$ cat src/rtl/wdog_pkg.sv
// Constants, register map and field layout of the watchdog block
// Assumes one oscillator clock and byte addressing on an APB register port
package wdog_pkg;

  // ****************************************************************
  // Register map (indexes, byte address is four times the index)
  // ****************************************************************
  localparam int ADDR_W = 18;
  localparam logic [15:0] CLEAR_PORT_INDEX = 16'hffff;
  localparam logic [15:0] OPTIONS_INDEX = 16'h001f;
  localparam logic [15:0] CAUSE_INDEX = 16'h0020;
  localparam logic [15:0] BREAK_AUX_INDEX = 16'h0021;
  localparam logic [15:0] STATUS_INDEX = 16'h0022;

  // ****************************************************************
  // Field positions and reset values
  // ****************************************************************
  localparam int OPT_DISABLE_BIT = 0;
  localparam int OPT_STOP_ENABLE_BIT = 1;
  localparam int OPT_SHORT_RECOVERY_BIT = 2;
  localparam int OPT_TRIP_SELECT_BIT = 3;
  localparam int OPT_PIN_ENABLE_BIT = 4;
  localparam int OPT_PERIOD_SELECT_BIT = 7;
  localparam logic [7:0] OPTIONS_RESET = 8'h00;
  localparam logic [7:0] OPTIONS_WRITABLE = 8'h9f;
  localparam int CAUSE_WATCHDOG_BIT = 0;
  localparam int BREAK_DISABLE_BIT = 0;
  localparam logic [7:0] RESET_VECTOR_LOW = 8'h00;

  // ****************************************************************
  // Cycle counts
  // ****************************************************************
  localparam int PRESCALE_BITS = 12;
  localparam int WATCHDOG_BITS = 6;
  localparam int CLEAR_LOW_STAGE = 4;
  localparam int LONG_PERIOD = 262128;
  localparam int SHORT_PERIOD = 8176;
  localparam int SHORT_SPAN_BITS = 13;
  localparam int PIN_PULSE_CYCLES = 32;
  localparam int SHORT_RECOVERY_CYCLES = 32;
  localparam int LONG_RECOVERY_CYCLES = 4096;
  localparam int POR_DELAY_CYCLES = 4096;
  localparam int TIMER_W = 13;

  // ****************************************************************
  // Stop mode sequencing
  // ****************************************************************
  typedef enum logic [2:0]
  {
    ST_RUN = 3'b001,
    ST_STOPPED = 3'b010,
    ST_RECOVER = 3'b100
  } stop_state_t;

  function automatic logic reg_hit(input logic [ADDR_W-1:0] addr, input logic [15:0] index);
    reg_hit = (addr == {index, 2'b00});
  endfunction : reg_hit

endpackage : wdog_pkg

$ cat src/rtl/cycle_timer.sv
// One-shot timer that stays busy for a loaded number of cycles
// Assumes a synchronous active-high reset and a clock enable
`timescale 1ns/100ps
`default_nettype none
module cycle_timer #(
  parameter int WIDTH = 13
) (
  input wire logic sys_clk_in,             // Oscillator clock
  input wire logic reset_in,               // Synchronous reset
  input wire logic ce_in,                  // Clock enable
  input wire logic start_in,               // Load length and start
  input wire logic [WIDTH-1:0] length_in,  // Busy cycles
  output logic busy_out,                   // High while running
  output logic done_out                    // Pulse after last cycle
);

  logic [WIDTH-1:0] remaining;

  initial
  begin
    if (WIDTH < 2)
    begin
      $error("cycle_timer width too small");
    end
  end

  always_ff @(posedge sys_clk_in)
  begin
    if (reset_in)
    begin
      remaining <= '0;
      busy_out <= 1'b0;
      done_out <= 1'b0;
    end
    else if (ce_in)
    begin
      done_out <= 1'b0;
      if (start_in)
      begin
        remaining <= length_in - WIDTH'(1);
        busy_out <= 1'b1;
      end
      else if (busy_out)
      begin
        remaining <= remaining - WIDTH'(1);
        if (remaining == '0)
        begin
          busy_out <= 1'b0;
          done_out <= 1'b1;
        end
      end
    end
  end

endmodule : cycle_timer
`default_nettype wire

$ cat src/rtl/watchdog_with_config_options.sv
// Watchdog with its write-once options register behind an APB slave
// Assumes APB requests synchronous to the oscillator clock, reset_in is power-on
//
// Design decision made here: the APB slave port.
`timescale 1ns/100ps
`default_nettype none
module watchdog_with_config_options #(
  parameter int PRESCALE_WIDTH = wdog_pkg::PRESCALE_BITS,
  parameter int WATCHDOG_WIDTH = wdog_pkg::WATCHDOG_BITS
) (
  input wire logic sys_clk_in,                              // Oscillator clock
  input wire logic reset_in,                                // Power-on reset
  input wire logic ce_in,                                   // Clock enable
  input wire logic psel_in,                                 // APB select
  input wire logic penable_in,                              // APB enable
  input wire logic pwrite_in,                               // APB write
  input wire logic [wdog_pkg::ADDR_W-1:0] paddr_in,         // APB byte address
  input wire logic [31:0] pwdata_in,                        // APB write data
  input wire logic [3:0] pstrb_in,                          // APB byte strobes
  output logic [31:0] prdata_out,                           // APB read data
  output logic pready_out,                                  // APB ready
  output logic pslverr_out,                                 // APB error
  input wire logic monitor_mode_in,                         // Monitor mode
  input wire logic high_test_voltage_in,                    // Test voltage on irq pin
  input wire logic break_active_in,                         // Break interrupt running
  input wire logic stop_instr_in,                           // Stop instruction pulse
  input wire logic wake_in,                                 // Stop wake-up pulse
  input wire logic lvi_reset_in,                            // Low-voltage reset pulse
  input wire logic internal_reset_in,                       // Other internal reset pulse
  output logic reset_pin_out,                               // Reset pin level driven
  output logic reset_pin_oe_out,                            // Reset pin drive enable
  output logic system_reset_out,                            // Watchdog reset request
  output logic illegal_opcode_out,                          // Stop refused
  output logic stopped_out,                                 // Stop or recovery
  output logic recovery_done_out,                           // Stop recovery ended
  output logic por_done_out,                                // Power-up delay over
  output logic low_voltage_trip_select_out                  // Trip select option
);

  localparam int CHAIN_W = PRESCALE_WIDTH + WATCHDOG_WIDTH;
  localparam int TW = wdog_pkg::TIMER_W;

  initial
  begin
    if (PRESCALE_WIDTH < wdog_pkg::PRESCALE_BITS || WATCHDOG_WIDTH < 1 || CHAIN_W < 18 || CHAIN_W > 29)
    begin
      $error("watchdog chain width unsupported by period match or status word");
    end
  end

  // ****************************************************************
  // Counter chain and option state
  // ****************************************************************
  logic [CHAIN_W-1:0] chain;
  logic [7:0] options;
  logic options_locked;
  logic cause_watchdog;
  logic break_disable;
  logic internal_reset;
  logic timeout_match;
  logic watchdog_active;
  logic fire;
  wdog_pkg::stop_state_t stop_state;
  logic [TW-1:0] recovery_length;
  logic recovery_start;
  logic recovery_busy;
  logic recovery_done;
  logic por_start;
  logic por_busy;
  logic por_done;
  logic pin_start;
  logic pin_busy;

  // APB access decode
  logic setup_phase;
  logic write_edge;
  logic hit_clear;
  logic hit_options;
  logic hit_cause;
  logic hit_break;
  logic hit_status;
  logic hit_any;
  logic [31:0] next_prdata;

  assign setup_phase = psel_in && !penable_in;
  assign write_edge = psel_in && penable_in && pready_out && pwrite_in && pstrb_in[0];
  assign hit_clear = wdog_pkg::reg_hit(paddr_in, wdog_pkg::CLEAR_PORT_INDEX);
  assign hit_options = wdog_pkg::reg_hit(paddr_in, wdog_pkg::OPTIONS_INDEX);
  assign hit_cause = wdog_pkg::reg_hit(paddr_in, wdog_pkg::CAUSE_INDEX);
  assign hit_break = wdog_pkg::reg_hit(paddr_in, wdog_pkg::BREAK_AUX_INDEX);
  assign hit_status = wdog_pkg::reg_hit(paddr_in, wdog_pkg::STATUS_INDEX);
  assign hit_any = hit_clear || hit_options || hit_cause || hit_break || hit_status;

  // ****************************************************************
  // Timeout detection
  // ****************************************************************
  always_comb
  begin
    if (options[wdog_pkg::OPT_PERIOD_SELECT_BIT])
    begin
      timeout_match = (chain[wdog_pkg::SHORT_SPAN_BITS-1:0]
                       == wdog_pkg::SHORT_SPAN_BITS'(wdog_pkg::SHORT_PERIOD));
    end
    else
    begin
      timeout_match = (chain == CHAIN_W'(wdog_pkg::LONG_PERIOD));
    end
  end

  assign watchdog_active = !options[wdog_pkg::OPT_DISABLE_BIT]
                           && !(monitor_mode_in && high_test_voltage_in)
                           && !(monitor_mode_in && break_active_in && break_disable);
  assign fire = timeout_match && watchdog_active && (stop_state != wdog_pkg::ST_STOPPED)
                && !internal_reset;

  // Internal reset one cycle after any source
  always_ff @(posedge sys_clk_in)
  begin
    if (reset_in)
    begin
      internal_reset <= 1'b0;
      system_reset_out <= 1'b0;
    end
    else if (ce_in)
    begin
      internal_reset <= fire || lvi_reset_in || internal_reset_in;
      system_reset_out <= fire;
    end
  end

  // Chain counts in run and recovery alike
  always_ff @(posedge sys_clk_in)
  begin
    if (reset_in)
    begin
      chain <= '0;
    end
    else if (ce_in)
    begin
      if (internal_reset)
      begin
        chain <= '0;
      end
      else if ((stop_instr_in && options[wdog_pkg::OPT_STOP_ENABLE_BIT] && stop_state == wdog_pkg::ST_RUN)
               || por_done)
      begin
        chain[PRESCALE_WIDTH-1:0] <= '0;
        chain[CHAIN_W-1:PRESCALE_WIDTH] <= chain[CHAIN_W-1:PRESCALE_WIDTH];
      end
      else if (write_edge && hit_clear)
      begin
        chain[CHAIN_W-1:wdog_pkg::CLEAR_LOW_STAGE] <= '0;
        chain[wdog_pkg::CLEAR_LOW_STAGE-1:0] <= chain[wdog_pkg::CLEAR_LOW_STAGE-1:0]
                                                + wdog_pkg::CLEAR_LOW_STAGE'(1);
      end
      else if (stop_state != wdog_pkg::ST_STOPPED)
      begin
        chain <= chain + CHAIN_W'(1);
      end
    end
  end

  // ****************************************************************
  // Stop mode and recovery
  // ****************************************************************
  always_comb
  begin
    if (lvi_reset_in || !options[wdog_pkg::OPT_SHORT_RECOVERY_BIT])
    begin
      recovery_length = TW'(wdog_pkg::LONG_RECOVERY_CYCLES);
    end
    else
    begin
      recovery_length = TW'(wdog_pkg::SHORT_RECOVERY_CYCLES);
    end
  end

  assign recovery_start = (stop_state == wdog_pkg::ST_STOPPED)
                          && (wake_in || lvi_reset_in || internal_reset_in);

  always_ff @(posedge sys_clk_in)
  begin
    if (reset_in)
    begin
      stop_state <= wdog_pkg::ST_RUN;
      stopped_out <= 1'b0;
      illegal_opcode_out <= 1'b0;
      recovery_done_out <= 1'b0;
    end
    else if (ce_in)
    begin
      illegal_opcode_out <= 1'b0;
      recovery_done_out <= recovery_done;
      case (stop_state)
        wdog_pkg::ST_RUN:
        begin
          if (stop_instr_in && !internal_reset)
          begin
            if (options[wdog_pkg::OPT_STOP_ENABLE_BIT])
            begin
              stop_state <= wdog_pkg::ST_STOPPED;
              stopped_out <= 1'b1;
            end
            else
            begin
              illegal_opcode_out <= 1'b1;
            end
          end
        end
        wdog_pkg::ST_STOPPED:
        begin
          if (recovery_start)
          begin
            stop_state <= wdog_pkg::ST_RECOVER;
          end
        end
        wdog_pkg::ST_RECOVER:
        begin
          if (recovery_done)
          begin
            stop_state <= wdog_pkg::ST_RUN;
            stopped_out <= 1'b0;
          end
        end
        default:
        begin
          stop_state <= wdog_pkg::ST_RUN;
          stopped_out <= 1'b0;
        end
      endcase
    end
  end

  cycle_timer #(.WIDTH(TW)) recovery_timer (
    .sys_clk_in(sys_clk_in),
    .reset_in(reset_in),
    .ce_in(ce_in),
    .start_in(recovery_start),
    .length_in(recovery_length),
    .busy_out(recovery_busy),
    .done_out(recovery_done)
  );

  // ****************************************************************
  // Power-up delay and reset pin pulse
  // ****************************************************************
  logic por_armed;

  always_ff @(posedge sys_clk_in)
  begin
    if (reset_in)
    begin
      por_armed <= 1'b1;
      por_done_out <= 1'b0;
      reset_pin_out <= 1'b0;
    end
    else if (ce_in)
    begin
      por_armed <= 1'b0;
      reset_pin_out <= 1'b0;
      if (por_done)
      begin
        por_done_out <= 1'b1;
      end
    end
  end

  assign por_start = por_armed;
  assign pin_start = fire && options[wdog_pkg::OPT_PIN_ENABLE_BIT];

  cycle_timer #(.WIDTH(TW)) por_timer (
    .sys_clk_in(sys_clk_in),
    .reset_in(reset_in),
    .ce_in(ce_in),
    .start_in(por_start),
    .length_in(TW'(wdog_pkg::POR_DELAY_CYCLES)),
    .busy_out(por_busy),
    .done_out(por_done)
  );

  cycle_timer #(.WIDTH(TW)) pin_timer (
    .sys_clk_in(sys_clk_in),
    .reset_in(reset_in),
    .ce_in(ce_in),
    .start_in(pin_start),
    .length_in(TW'(wdog_pkg::PIN_PULSE_CYCLES)),
    .busy_out(pin_busy),
    .done_out()
  );

  assign reset_pin_oe_out = pin_busy;

  // ****************************************************************
  // Registers
  // ****************************************************************
  // Options: power-on keeps pin enable and trip select across other resets
  always_ff @(posedge sys_clk_in)
  begin
    if (reset_in)
    begin
      options <= wdog_pkg::OPTIONS_RESET;
      options_locked <= 1'b0;
    end
    else if (ce_in)
    begin
      if (internal_reset)
      begin
        options[wdog_pkg::OPT_TRIP_SELECT_BIT - 1:0] <= wdog_pkg::OPTIONS_RESET[wdog_pkg::OPT_TRIP_SELECT_BIT - 1:0];
        options[7:wdog_pkg::OPT_PIN_ENABLE_BIT + 1] <= wdog_pkg::OPTIONS_RESET[7:wdog_pkg::OPT_PIN_ENABLE_BIT + 1];
        options_locked <= 1'b0;
      end
      else if (write_edge && hit_options && !options_locked)
      begin
        options <= pwdata_in[7:0] & wdog_pkg::OPTIONS_WRITABLE;
        options_locked <= 1'b1;
      end
    end
  end

  assign low_voltage_trip_select_out = options[wdog_pkg::OPT_TRIP_SELECT_BIT];

  // Cause flag: set wins over a write-one clear
  always_ff @(posedge sys_clk_in)
  begin
    if (reset_in)
    begin
      cause_watchdog <= 1'b0;
      break_disable <= 1'b0;
    end
    else if (ce_in)
    begin
      if (fire)
      begin
        cause_watchdog <= 1'b1;
      end
      else if (write_edge && hit_cause && pwdata_in[wdog_pkg::CAUSE_WATCHDOG_BIT])
      begin
        cause_watchdog <= 1'b0;
      end
      if (internal_reset)
      begin
        break_disable <= 1'b0;
      end
      else if (write_edge && hit_break)
      begin
        break_disable <= pwdata_in[wdog_pkg::BREAK_DISABLE_BIT];
      end
    end
  end

  // Read mux
  always_comb
  begin
    next_prdata = 32'h0000_0000;
    if (hit_clear)
    begin
      next_prdata[7:0] = wdog_pkg::RESET_VECTOR_LOW;
    end
    else if (hit_options)
    begin
      next_prdata[7:0] = options;
    end
    else if (hit_cause)
    begin
      next_prdata[wdog_pkg::CAUSE_WATCHDOG_BIT] = cause_watchdog;
    end
    else if (hit_break)
    begin
      next_prdata[wdog_pkg::BREAK_DISABLE_BIT] = break_disable;
    end
    else if (hit_status)
    begin
      next_prdata[CHAIN_W-1:0] = chain;
      next_prdata[29] = recovery_busy;
      next_prdata[30] = por_busy;
      next_prdata[31] = stopped_out;
    end
  end

  // No wait state: answer registered in the setup cycle
  always_ff @(posedge sys_clk_in)
  begin
    if (reset_in)
    begin
      prdata_out <= 32'h0000_0000;
      pready_out <= 1'b0;
      pslverr_out <= 1'b0;
    end
    else if (ce_in)
    begin
      pready_out <= setup_phase;
      if (setup_phase)
      begin
        prdata_out <= pwrite_in ? 32'h0000_0000 : next_prdata;
        pslverr_out <= !hit_any;
      end
    end
  end

  // ****************************************************************
  // Assertions
  // ****************************************************************
  logic [7:0] oe_length;

  always_ff @(posedge sys_clk_in)
  begin
    if (reset_in || !reset_pin_oe_out)
    begin
      oe_length <= 8'h00;
    end
    else if (ce_in)
    begin
      oe_length <= oe_length + 8'h01;
    end
  end
endmodule : watchdog_with_config_options
`default_nettype wire

$ cat config.mk
export PLATFORM = sky130hd
export DESIGN_NAME = watchdog_with_config_options
export DESIGN_NICKNAME = d
export VERILOG_FILES = /design/src/rtl/wdog_pkg.sv /design/src/rtl/cycle_timer.sv /design/src/rtl/watchdog_with_config_options.sv
export SDC_FILE = /design/constraint.sdc
export NUM_CORES = 1
export LEC_CHECK = 0
export ABC_AREA = 1
export BUFFER_PORTS_ARGS = -buffer_cell sky130_fd_sc_hd__buf_2
export CAP_MARGIN = 5
export CORE_ASPECT_RATIO = 0.8
export CORE_MARGIN = 2
export CORE_UTILIZATION = 29
export DETAILED_ROUTE_END_ITERATION = 12
export GPL_TIMING_DRIVEN = 0
export HOLD_SLACK_MARGIN = 0.03
export PLACE_DENSITY = 0.55
export SYNTH_ARGS = -nofsm -noshare
export SYNTH_HDL_FRONTEND = slang
export SYNTH_SLANG_ARGS = --single-unit
$ cat constraint.sdc
create_clock -name sys_clk_in -period 1.9 [get_ports sys_clk_in]
set_clock_uncertainty 0.15 [all_clocks]
set_input_delay 0.19 -clock sys_clk_in [delete_from_list [all_inputs] [get_ports sys_clk_in]]
set_output_delay 0.19 -clock sys_clk_in [all_outputs]
set_load 0.02 [all_outputs]
### Yosys cells after proc, flatten, opt, wreduce, memory -nomap -nowiden

Cells that the tools add are included.

| storage, ports and cells | value |
|---|---|
| logic and storage cells | 179 |
| bits of input ports | 67 |
| output and inout bits | 42 |
| bits in registers | 117 |

| operators by class | value |
|---|---|
| equality and inequality tests | 16 |
| add/sub/neg operators | 6 |
| multiplexer cells | 63 |
| reduce and logical (&&, ||, !) cells | 66 |
| bitwise operators | 2 |

Operators by type and width:

| operator | count |
|---|---|
| two-way mux 13 bit | 7 |
| two-way mux 18 bit | 5 |
| equality test 18 x 8 -> 1 bit (second input constant) | 3 |
| subtractor 13 x 1 -> 13 bit (second input constant) | 4 |
| logical NOT 13 bit | 3 |
| equality test 18 bit (second input constant) | 2 |
| two-way mux 17 bit | 2 |
| two-way mux 3 bit | 11 |
| two-way mux 32 bit | 1 |
| two-way mux 1 bit | 30 |
| logical AND 1 bit | 24 |
| two-way mux 8 bit | 3 |
| two-way mux 10 bit | 2 |
| adder 18 x 1 -> 18 bit (second input constant) | 1 |
| equality test 18 x 7 -> 1 bit (second input constant) | 1 |
| AND reduction 2 bit | 9 |
| equality test 13 bit (second input constant) | 1 |
| nonzero test 2 bit | 6 |
| logical OR 1 bit | 10 |
| AND reduction 5 bit | 2 |
| case mux 3 bit (3 select lines) | 1 |
| logical NOT 1 bit | 8 |
| != test 2 bit (second input constant) | 3 |
| AND reduction 3 bit | 2 |
| 10 further kinds | 12 |

### Depth between registers and ports, before layout

Gate-level depths: netlist (run 1).

| depth | value |
|---|---|
| depth in word-level cells | 10 |
| depth in mapped cells | 15 |
| mapped depth without buffers | 14 |

### Modules after synthesis

From an unflattened synthesis (run 1), not the netlist that was laid out.

| second synthesis, totals | value |
|---|---|
| cells, all modules | 1106 |
| area, all modules | 7215.7 um2 |

By module, submodules not included:

| module | instances | area an instance (um2) | sequential area each (um2) | cells an instance |
|---|---|---|---|---|
| cycle_timer | 3 | 1251.2 | 300.3 | 207 |
| watchdog_with_config_options | 1 | 3462.1 | 1201.2 | 485 |

### Worst setup path before layout (run 1)

OpenSTA, ideal clock, no wires.

| timing path | value |
|---|---|
| path type | register -> register |
| start point | register pready_out |
| end point | register options[4] |
| data required time | 1.634 ns |
| path slack | 0.099 ns |
| library setup time | 0.116 ns |
| period minus slack after synthesis | 1.801 ns |
| arrival time | 1.535 ns |
| cell stages (with the launch flop) | 10 |
| path buffers | 0 |
| cells stage by stage | dfxtp_1 inv_1 nor3_2 inv_1 nor3_1 nand2_2 nor2_4 inv_1 nor2_1 nor2_1 |

| between the ends | value |
|---|---|
| cells in the longest elaborated chain, start to end | 6 |

Ends and longest elaborated chain:

| item | line | RTL |
|---|---|---|
| from (decl) | watchdog_with_config_options.sv:21 | `output logic pready_out,` |
| from (signal assigned) | watchdog_with_config_options.sv:391 | `pready_out <= setup_phase;` |
| logical AND 1 bit (3 in a row) | watchdog_with_config_options.sv:86 | `assign write_edge = psel_in && penable_in && pready_out && pwrite_in && pstrb_in[0];` |
| logical AND 1 bit (2 in a row) | watchdog_with_config_options.sv:312 | `else if (write_edge && hit_options && !options_locked)` |
| AND reduction 3 bit (no line) | -- |  |
| to (signal, indexed assignment) | watchdog_with_config_options.sv:308 | `options[wdog_pkg::OPT_TRIP_SELECT_BIT - 1:0] <= wdog_pkg::OPTIONS_RESET[wdog_pkg::OPT_TRIP_SELECT_BIT - 1:0];` |
| to (signal, indexed assignment) | watchdog_with_config_options.sv:309 | `options[7:wdog_pkg::OPT_PIN_ENABLE_BIT + 1] <= wdog_pkg::OPTIONS_RESET[7:wdog_pkg::OPT_PIN_ENABLE_BIT + 1];` |
| to (signal assigned) | watchdog_with_config_options.sv:314 | `options <= pwdata_in[7:0] & wdog_pkg::OPTIONS_WRITABLE;` |
| to (decl) | watchdog_with_config_options.sv:55 | `logic [7:0] options;` |

No other way between the ends.
A chain may end at the register's enable or synchronous reset.

### Final worst setup path (run 1)

| timing path | value |
|---|---|
| start point | register stop_state[2] |
| end point | register pin_timer.remaining[10] |

| between the ends | value |
|---|---|
| cells in the longest elaborated chain, start to end | 6 |
| elaborated cells on any way between the ends | 7 |
| classes of those cells | eq/ne (1); mux (1); reduce/logical (5) |

Ends and longest elaborated chain:

| item | line | RTL |
|---|---|---|
| from (decl) | watchdog_with_config_options.sv:63 | `wdog_pkg::stop_state_t stop_state;` |
| from (signal assigned) | watchdog_with_config_options.sv:185 | `stop_state <= wdog_pkg::ST_RUN;` |
| from (signal assigned) | watchdog_with_config_options.sv:201 | `stop_state <= wdog_pkg::ST_STOPPED;` |
| from (signal assigned) | watchdog_with_config_options.sv:214 | `stop_state <= wdog_pkg::ST_RECOVER;` |
| != test 3 x 2 -> 1 bit * | watchdog_with_config_options.sv:113 | `assign fire = timeout_match && watchdog_active && (stop_state != wdog_pkg::ST_STOPPED)` |
| logical AND 1 bit * | watchdog_with_config_options.sv:113 |  |
| logical AND 1 bit * | watchdog_with_config_options.sv:114 | `&& !internal_reset;` |
| logical AND 1 bit * | watchdog_with_config_options.sv:269 | `assign pin_start = fire && options[wdog_pkg::OPT_PIN_ENABLE_BIT];` |
| nonzero test 2 bit (no line) | -- |  |
| AND reduction 2 bit (no line) | -- |  |
| to (signal assigned) | cycle_timer.sv:40 | `remaining <= length_in - WIDTH'(1);` |
| to (signal assigned) | cycle_timer.sv:45 | `remaining <= remaining - WIDTH'(1);` |
| to (decl) | cycle_timer.sv:17 | `logic [WIDTH-1:0] remaining;` |

Mark *: on every way between the ends. The rest lies on a longest branch, timed or not.

==> reports/qor.yml, run 1 <==
status: "completed"
critPathMaxFanout: 5
synth_most_common_cell: "nand2_1"
synthFlopType: "dfxtp_1"
fin_area_sq_um: 7590
antenna_found_initial: 0
synth_warnings: 0
synth_area_per_cell_sq_um: 6.70
place_area_sq_um: 6730
ir_drop_uv: 338
drc: 0
grt_pass1_vias: 5533
synth_top_area_share_pct: 34.6
pre_cts_ws_ps: -306
io_pins: 109
fin_ws_ps: 33.5
crit_path_end_kind: "flop"
power.switching_mw: 1.50
min_from: "internal_reset_in"
ys_seq_area_share_pct: 34.6
grtUsageTotal_pct: 16.5
cts_max_level: 3
yosys-top-cells-count: "196 x nand2_1, 106 x inv_1, 105 x nor2_1"
first_iter_violations: 508
seqPwrFrac_pct: 44.5
worstMarginPinSlew_ps: 863
setup.worst_path.class: "flop to flop"
syn2layout_area_growth_pct: 26.0
wirelength_mm: 17.9
p_leak_nw: 3.12
synth_edf_count: 0
cts_root_buf: "clkbuf_16"
fin_crit_ps: 1870
routabilityCongestion: 0.868
cts_buffers: 9
initial_core_util_pct: 29.4
worstSetupStartpointType: "flop"
synth_seq_cells: 104
syn_area_sq_um: 6030
critPathArrivalTime_ps: 1910
dr_total_vias: 6116
dieArea_sq_um: 22000
ys_types: 49
drt-pass1-iter-count: 5
period_share_pct: 98.2
setup_violations: 0
intPower_mw: 3.83
async_flop_share_pct: 0
yosysTopAreaCell: "dfxtp_1"
power.density_nw_per_um2: 702
rsz0062_at_grt: "yes"
ant_nets: 0
antenna_cells: 0
setup_tns_ps: 0
die_w_um: 165
syn_inst: 900
dp_hpwl_mm: 13.1
slew_headroom_pct: 42.5
clkTransAtPathRegs_ps: 70
grt.overflow.total: 0
whs_ps: 25.8
grt_max_degree: 16
hold_path.class: "primary input to flop"
netlist_top_cells_area: "dfxtp_1 35%, nand2_1 12%, nand3_1 6.6%"
drive_gt1_share_pct: 25.3
placed_cells: 1246
worstSetupStartpoint: "stop_state[2]"
critPathRequiredTime_ps: 1950
layout.nets: 1092
pwr-share-clk_pct: 38.1
cts_sinks: 104
rr_startpoint: "stop_state[2]"
insertion_delay_ps: 350
r2r_cells: 11
max_freq_ghz: 0.536
maxCapViolCount: 0
wl_per_cell_um: 13.9
n_fill_cell: 2179
cts_tree: "yes"
grt_pass1_wl_mm: 28.6
whs_path_depth: 3
vias_per_cell: 4.73
clk_path_buf_depth: 2
core_area_sq_um: 20500
swShare_pct: 28.2
slew_viol_final: 0
hold_viol_final: 0
finalNonFillerCells: 1293
numPortBuffers: 66
p_comb_share_pct: 17.4
core.rowCount: 47
dieHeight_um: 133
critical path: stages, from the launching register on:
cell,delay [ps]
dfxtp_2,370
inv_2,70
nand3_4,100
buf_6,120
nand2_1,50
nand3b_1,160
nor2_2,160
nand4_1,130
buf_6,160
buf_6,120
nand3_1,60
a21oi_1,60
sequential cells by signal, indices dropped and copies added, names as in the netlist, 3 cells and up:
signal	cells
prdata_out	21
chain	18
pin_timer.remaining	13
por_timer.remaining	13
recovery_timer.remaining	13
options	6
stop_state	3
final timing paths:
path                        endpoint  slack [ps]
max          pin_timer.remaining[10]          30
min reg2reg            prdata_out[7]         310
min                   internal_reset          30
max reg2reg  pin_timer.remaining[10]          30
per-stage QoR:
stage	utilization [%]	total power, mW
5_1_grt	37.0	5.59
3_5_place_dp	32.8	3.19
4_1_cts	35.3	5.28
6_report	37.0	5.33
3_3_place_gp	32.8	3.19
2_1_floorplan	-	2.95
cell type report:
cell class | instances | area [sq um] | area share (%)
clock inverters | 3 | 65.1 | 0.857
plain buffers | 40 | 285 | 3.76
repair inverters | 1 | 7.51 | 0.0989
clock buffers | 12 | 256 | 3.38
repair buffers | 97 | 587 | 7.73
flip-flops and latches | 104 | 2120 | 27.9
multi-input cells | 650 | 3470 | 45.7
inverters | 117 | 463 | 6.10
well taps | 269 | 337 | 4.43
kinds of logic (layout without fill, tap and decap cells):
group | after synthesis | in the layout | share of synthesized area, %
simple gates | 483 | 483 | 37.9
xor+xnor | 6 | 6 | 0.872
buf+inv | 157 | 270 | 11.9
fa+ha+maj | 5 | 5 | 1.04
other cells | 1 | 12 | 0.0622
compound gates | 144 | 144 | 13.7
flops | 104 | 104 | 34.6
power by group through the flow:
stage | Sequential (mW) | Clock, mW | Combinational, mW
detailed placement | 2.41 | 0 | 0.786
global placement | 2.41 | 0 | 0.781
global route | 2.38 | 2.17 | 1.04
floorplan | 2.40 | 0 | 0.552
CTS | 2.37 | 2.09 | 0.825
finish | 2.37 | 2.03 | 0.929
cell usage in the layout (no fill, tap or decap), types with 17 or more instances in the layout:
master / n
nand3_1: 77
o21ai_0: 42
nand3_2: 17
nand2_2: 18
inv_1: 99
buf_4: 35
a21oi_1: 57
nand2_1: 185
dfxtp_1: 88
nand4_1: 26
nor2_1: 98
buf_2: 70
what timing repair did:
item,CTS,global route
gates resized for setup,24,73
setup endpoints to repair,43,51
pin swaps,4,25
buffers inserted,7,17
endpoints found under the hold margin,7,0
hold buffers,6,0
cloned,1,1
per-layer routing:
metal	GRT usage [%]	wire length, um	vias up
met2	25.6	8080	135
li1	-	-	3168
met5	0	0	-
met4	3.82	184	0
met1	23.5	8790	2796
met3	3.26	881	17
Power figures use the tool's default switching activity.
==> run 2, diff against run 1 <==
RECOVER_POWER = 50   (was unset)
==> reports/qor.yml, run 2 (synthesis gave the netlist of run 1 again) <==
status: "completed"
total_power_mw: 5.32  # -0.22%
top_register: "prdata_out"
critical-path-top-delay-family: "simple AND/OR/NAND/NOR gates"
dp_hpwl_mm: 13.1  # unchanged
dieArea_sq_um: 22000  # unchanged
dr_total_vias: 6130  # +0.23%
slowest_stage: "dfxtp_2"
cts_tree: "yes"
antenna_found_initial: 0  # unchanged
grt.overflow.total: 0  # unchanged
grt_pass1_vias: 5533  # unchanged
ant_nets: 0  # unchanged
io_pins: 109  # unchanged
setup_violations: 0  # unchanged
worstSetupStartpointType: "flop"
cts_buffers: 9  # unchanged
hold_path.class: "primary input to flop"
core_area_sq_um: 20500  # unchanged
mostFrequentLayoutCell: "nand2_1"
slew_headroom_pct: 42.5  # about the same
clk_path_buf_depth: 2  # unchanged
cts_max_level: 3  # unchanged
first_iter_violations: 490  # -3.5%
reg.largest.list: "prdata_out x21, chain x18"
wirelength_mm: 18.0  # about the same
rr_startpoint: "stop_state[2]"
max_freq_ghz: 0.536  # about the same
power.switching_mw: 1.50  # -0.31%
grtUsageTotal_pct: 16.5  # unchanged
drt-pass1-iter-count: 5  # unchanged
initial_core_util_pct: 29.4  # unchanged
cts_root_buf: "clkbuf_16"
drc: 0  # unchanged
syn2layout_area_growth_pct: 25.0
wl_per_cell_um: 13.9  # about the same
critPathMaxFanout: 5  # unchanged
layout.nets: 1092  # unchanged
cts_sinks: 104  # unchanged
slew_viol_final: 0  # unchanged
core.rowCount: 47  # unchanged
hold_viol_final: 0  # unchanged
critPathRequiredTime_ps: 1950  # about the same
antenna_cells: 0  # unchanged
worstSetupStartpoint: "stop_state[2]"
p_comb_share_pct: 17.3  # about the same
drive_gt1_share_pct: 22.1  # -3.2 points
crit_path_end_kind: "flop"
intPower_mw: 3.82  # -0.18%
die_w_um: 165  # unchanged
finalNonFillerCells: 1293  # unchanged
largest_reg_flops: 21  # unchanged
vias_per_cell: 4.74  # +0.23%
grt_max_degree: 16  # unchanged
critPathArrivalTime_ps: 1910  # about the same
numPortBuffers: 66  # unchanged
n_fill_cell: 2193  # +0.64%
rsz0062_at_grt: "yes"
seqPwrFrac_pct: 44.6  # about the same
worstMarginPinSlew_ps: 862  # -0.634 ps
cp_common_cell: "buf_6"
p_leak_nw: 2.98  # -4.5%
pwr-share-clk_pct: 38.0  # about the same
placed_cells: 1246  # unchanged
min_from: "internal_reset_in"
maxCapViolCount: 0  # unchanged
grt_pass1_wl_mm: 28.6  # unchanged
dieHeight_um: 133  # unchanged
whs_path_depth: 3  # unchanged
cp_cell_sequence: "inv_2 > nand3_4 > buf_6 > nand2_1 > nand3b_1 > nor2_2 > nand4_1 > buf_6 > buf_6 > nand3_1 > a21oi_1"
ir_drop_uv: 334  # -1.2%
power.density_nw_per_um2: 706  # +0.56%
crit_path_max_incr_delay_ps: 370  # about the same
r2r_cells: 11  # unchanged
worst-path-buf-inv: 4  # unchanged
fin_crit_ps: 1870  # -0.943 ps
swShare_pct: 28.2  # about the same
period_share_pct: 98.2  # about the same
routabilityCongestion: 0.868  # unchanged
insertion_delay_ps: 350  # about the same
mostFrequentLayoutCells: "186 x nand2_1, 99 x inv_1, 98 x nor2_1"
critical_path_depth: 11  # unchanged
setup.worst_path.class: "flop to flop"
clkTransAtPathRegs_ps: 70  # about the same
## run 2: power by group through the flow
| stage | clock [mW] | combinational, mW | sequential (mW) |
|---|---|---|---|
| global route | 2.17 | 1.04 | 2.38 |
| global placement | 0 | 0.781 | 2.41 |
| floorplan | 0 | 0.552 | 2.40 |
| CTS | 2.09 | 0.825 | 2.37 |
| detailed placement | 0 | 0.786 | 2.41 |
| finish | 2.02 | 0.921 | 2.37 |
## run 2: worst paths after layout
check	endpoint	slack [ps]
hold / removal	internal_reset	30
setup reg to reg	pin_timer.remaining[10]	30
setup / recovery	pin_timer.remaining[10]	30
hold reg to reg	prdata_out[7]	310
## run 2: cell type report
class                           instances  area [sq um]  share of cell area [%]
Multi-Input combinational cell        650          3460                    46.0
Sequential cell                       104          2120                    28.1
Timing Repair Buffer                   97           549                    7.29
Inverter                              117           463                    6.15
Tap cell                              269           337                    4.47
Buffer                                 40           272                    3.61
Clock buffer                           12           256                    3.41
Clock inverter                          3          65.1                   0.864
Timing Repair inverter                  1          7.51                  0.0997
## run 2: what timing repair did
action | 4_1_cts | 5_1_grt
hold endpoints to repair | 7 | 0
gates cloned | 1 | 1
gates resized for setup | 24 | 73
hold buffers | 6 | 0
buffers inserted | 7 | 17
setup endpoints to repair | 43 | 51
pin swaps | 4 | 25
## run 2: through the flow
stage / setup slack, ps / utilization, % / setup TNS, ps / hold WS [ps] / instance area [sq um]
floorplan: 98.8 / - / 0 / 175 / 6070
global placement: -311 / 32.8 / -5500 / 267 / 6730
detailed placement: -306 / 32.8 / -6030 / 274 / 6730
CTS: 2.37 / 35.3 / 0 / 49.1 / 7240
global route: -79.4 / 36.7 / -376 / 40.2 / 7530
finish: 34.5 / 36.7 / 0 / 26.6 / 7530
## run 2: layer usage
layer | vias up | track usage [%] | share of wire (%)
met5 | - | 0 | 0
met4 | 0 | 3.82 | 1.0
met3 | 16 | 3.26 | 4.9
met2 | 120 | 25.6 | 45
met1 | 2822 | 23.5 | 49
li1 | 3172 | - | -
## run 2: tightest hold or removal path, stage by stage
cell and delay (ps):
buf_2 80, nor2_2 60, a31oi_1 150
==> run 3, diff against run 2 <==
CORE_UTILIZATION = 33   (was 29)
PLACE_DENSITY = 0.6   (was 0.55)
==> reports/qor.yml, run 3 (synthesis gave the netlist of run 1 again) <==
setup_tns_ps: 0  # unchanged
antenna_found_initial: 0  # unchanged
whs_ps: 41.6  # +15.0 ps
placed_cells: 1207  # -3.1%
dp_hpwl_mm: 12.7  # -3.5%
slew_viol_final: 0  # unchanged
maxCapViolCount: 0  # unchanged
critical-path-top-delay-family: "simple AND/OR/NAND/NOR gates"
grtUsageTotal_pct: 17.6  # +1.1 points
finalNonFillerCells: 1250  # -3.3%
critPathArrivalTime_ps: 1920  # about the same
wirelength_mm: 17.2  # -4.3%
first_iter_violations: 375  # -23%
syn2layout_area_growth_pct: 23.0
seqCellArea_sq_um: 2110  # -0.35%
ant_nets: 0  # unchanged
clk_path_buf_depth: 2  # unchanged
critPathRequiredTime_ps: 1970  # +20 ps
hold_path.class: "primary input to flop"
largest_reg_flops: 21  # unchanged
initial_core_util_pct: 33.5  # +4.1 points
vias_per_cell: 4.86  # +2.5%
setup.worst_path.class: "flop to flop"
dr_total_vias: 6075  # -0.90%
crit_path_max_incr_delay_ps: 370  # about the same
cts_sinks: 104  # unchanged
p_leak_nw: 2.95  # -1.1%
drt-pass1-iter-count: 5  # unchanged
layout.nets: 1087  # -0.46%
grt_pass1_wl_mm: 27.4  # -4.5%
cp_common_cell: "buf_6"
power.density_nw_per_um2: 729  # +3.2%
dieHeight_um: 125  # -6.1%
drc: 0  # unchanged
crit_path_end_kind: "flop"
wl_per_cell_um: 13.7  # -0.97%
max_freq_ghz: 0.539  # +0.52%
fin_crit_ps: 1860  # -9.74 ps
dieArea_sq_um: 19400  # -12%
numPortBuffers: 66  # unchanged
status: "completed"
cts_buffers: 9  # unchanged
total_power_mw: 5.40  # +1.6%
ir_drop_uv: 423  # +27%
hold_viol_final: 0  # unchanged
setup_violations: 0  # unchanged
core_area_sq_um: 18000  # -12%
period_share_pct: 97.7  # -0.51 points
drive_gt1_share_pct: 21.4  # -0.70 points
rsz0062_at_grt: "yes"
grt.overflow.total: 0  # unchanged
core.rowCount: 44  # -6.4%
cts_max_level: 3  # unchanged
cts_tree: "yes"
reg.largest.list: "prdata_out x21, chain x18"
n_fill_cell: 1873  # -15%
worstSetupStartpointType: "flop"
cp_cell_sequence: "inv_2 > nand3_4 > buf_4 > nand2_1 > nand3b_1 > nor2_4 > nand4_1 > buf_6 > buf_6 > nand3_1 > a21oi_1"
antenna_cells: 0  # unchanged
mostFrequentLayoutCell: "nand2_1"
grt_pass1_vias: 5328  # -3.7%
slew_headroom_pct: 46.8  # +4.3 points
slowest_stage: "dfxtp_2"
insertion_delay_ps: 360  # about the same
io_pins: 109  # unchanged
routabilityCongestion: 0.889  # +2.4%
critPathMaxFanout: 5  # unchanged
die_w_um: 155  # -6.1%
worst-path-buf-inv: 4  # unchanged
clkTransAtPathRegs_ps: 80  # about the same
mostFrequentLayoutCells: "187 x nand2_1, 100 x inv_1, 98 x nor2_1"
top_register: "prdata_out"
cts_root_buf: "clkbuf_16"
worstMarginPinSlew_ps: 798  # -64.4 ps
multi_input_area_sq_um: 3430  # -0.94%
grt_max_degree: 18  # +2
[run 3: layout make-up]
cell class                      count  area share (%)
Buffer                             40            3.71
Clock buffer                       11            3.41
Clock inverter                      5            1.16
Inverter                          117            6.11
Multi-Input combinational cell    650            46.3
Sequential cell                   104            28.5
Tap cell                          230            3.88
Timing Repair Buffer               93            6.97
[run 3: report_power, final]
group | internal, mW | switching [mW]
Combinational | 0.327 | 0.578
Clock | 1.24 | 0.887
Sequential | 2.27 | 0.0982
[run 3: repair_timing]
item | CTS | global route
setup endpoints to repair | 38 | 49
gates cloned | 1 | 0
hold buffers | 6 | 1
hold endpoints to repair | 7 | 1
pin swaps | 5 | 16
buffers inserted | 10 | 9
resized for setup | 26 | 58
[run 3: tightest hold or removal path: cells and delay by family]
| family | cells | cell delay [ps] |
|---|---|---|
| AOI/OAI and AO/OA | 1 | 130 |
| buffers and inverters | 1 | 130 |
| and+or+nand+nor | 1 | 60 |
[run 3: worst paths after layout]
path / slack [ps] / from / end / cells past startpoint
worst max-delay path: 40 / stop_state[2] / pin_timer.remaining[12] / 11
worst max register to register: 40 / stop_state[2] / pin_timer.remaining[12] / 11
worst min-delay path: 40 / paddr_in[2] / cause_watchdog / 3
worst min register to register: 300 / options_locked / options_locked / 2
[run 3: metrics by stage]
stage,util (%),worst slack (ps),area (sq um)
2_1_floorplan,-,98.8,6070
3_3_place_gp,37.1,-294,6690
6_report,41.2,44.2,7410
4_1_cts,40.1,10.6,7220
5_1_grt,41.2,-51.6,7410
3_5_place_dp,37.1,-300,6690
[run 3: routing by layer]
metal	vias up	track usage, %	part of all wire [%]
li1	3157	-	-
met1	2769	24.7	49
met2	128	27.5	45
met3	21	3.34	4.6
met4	0	5.23	1.7
met5	-	0	0
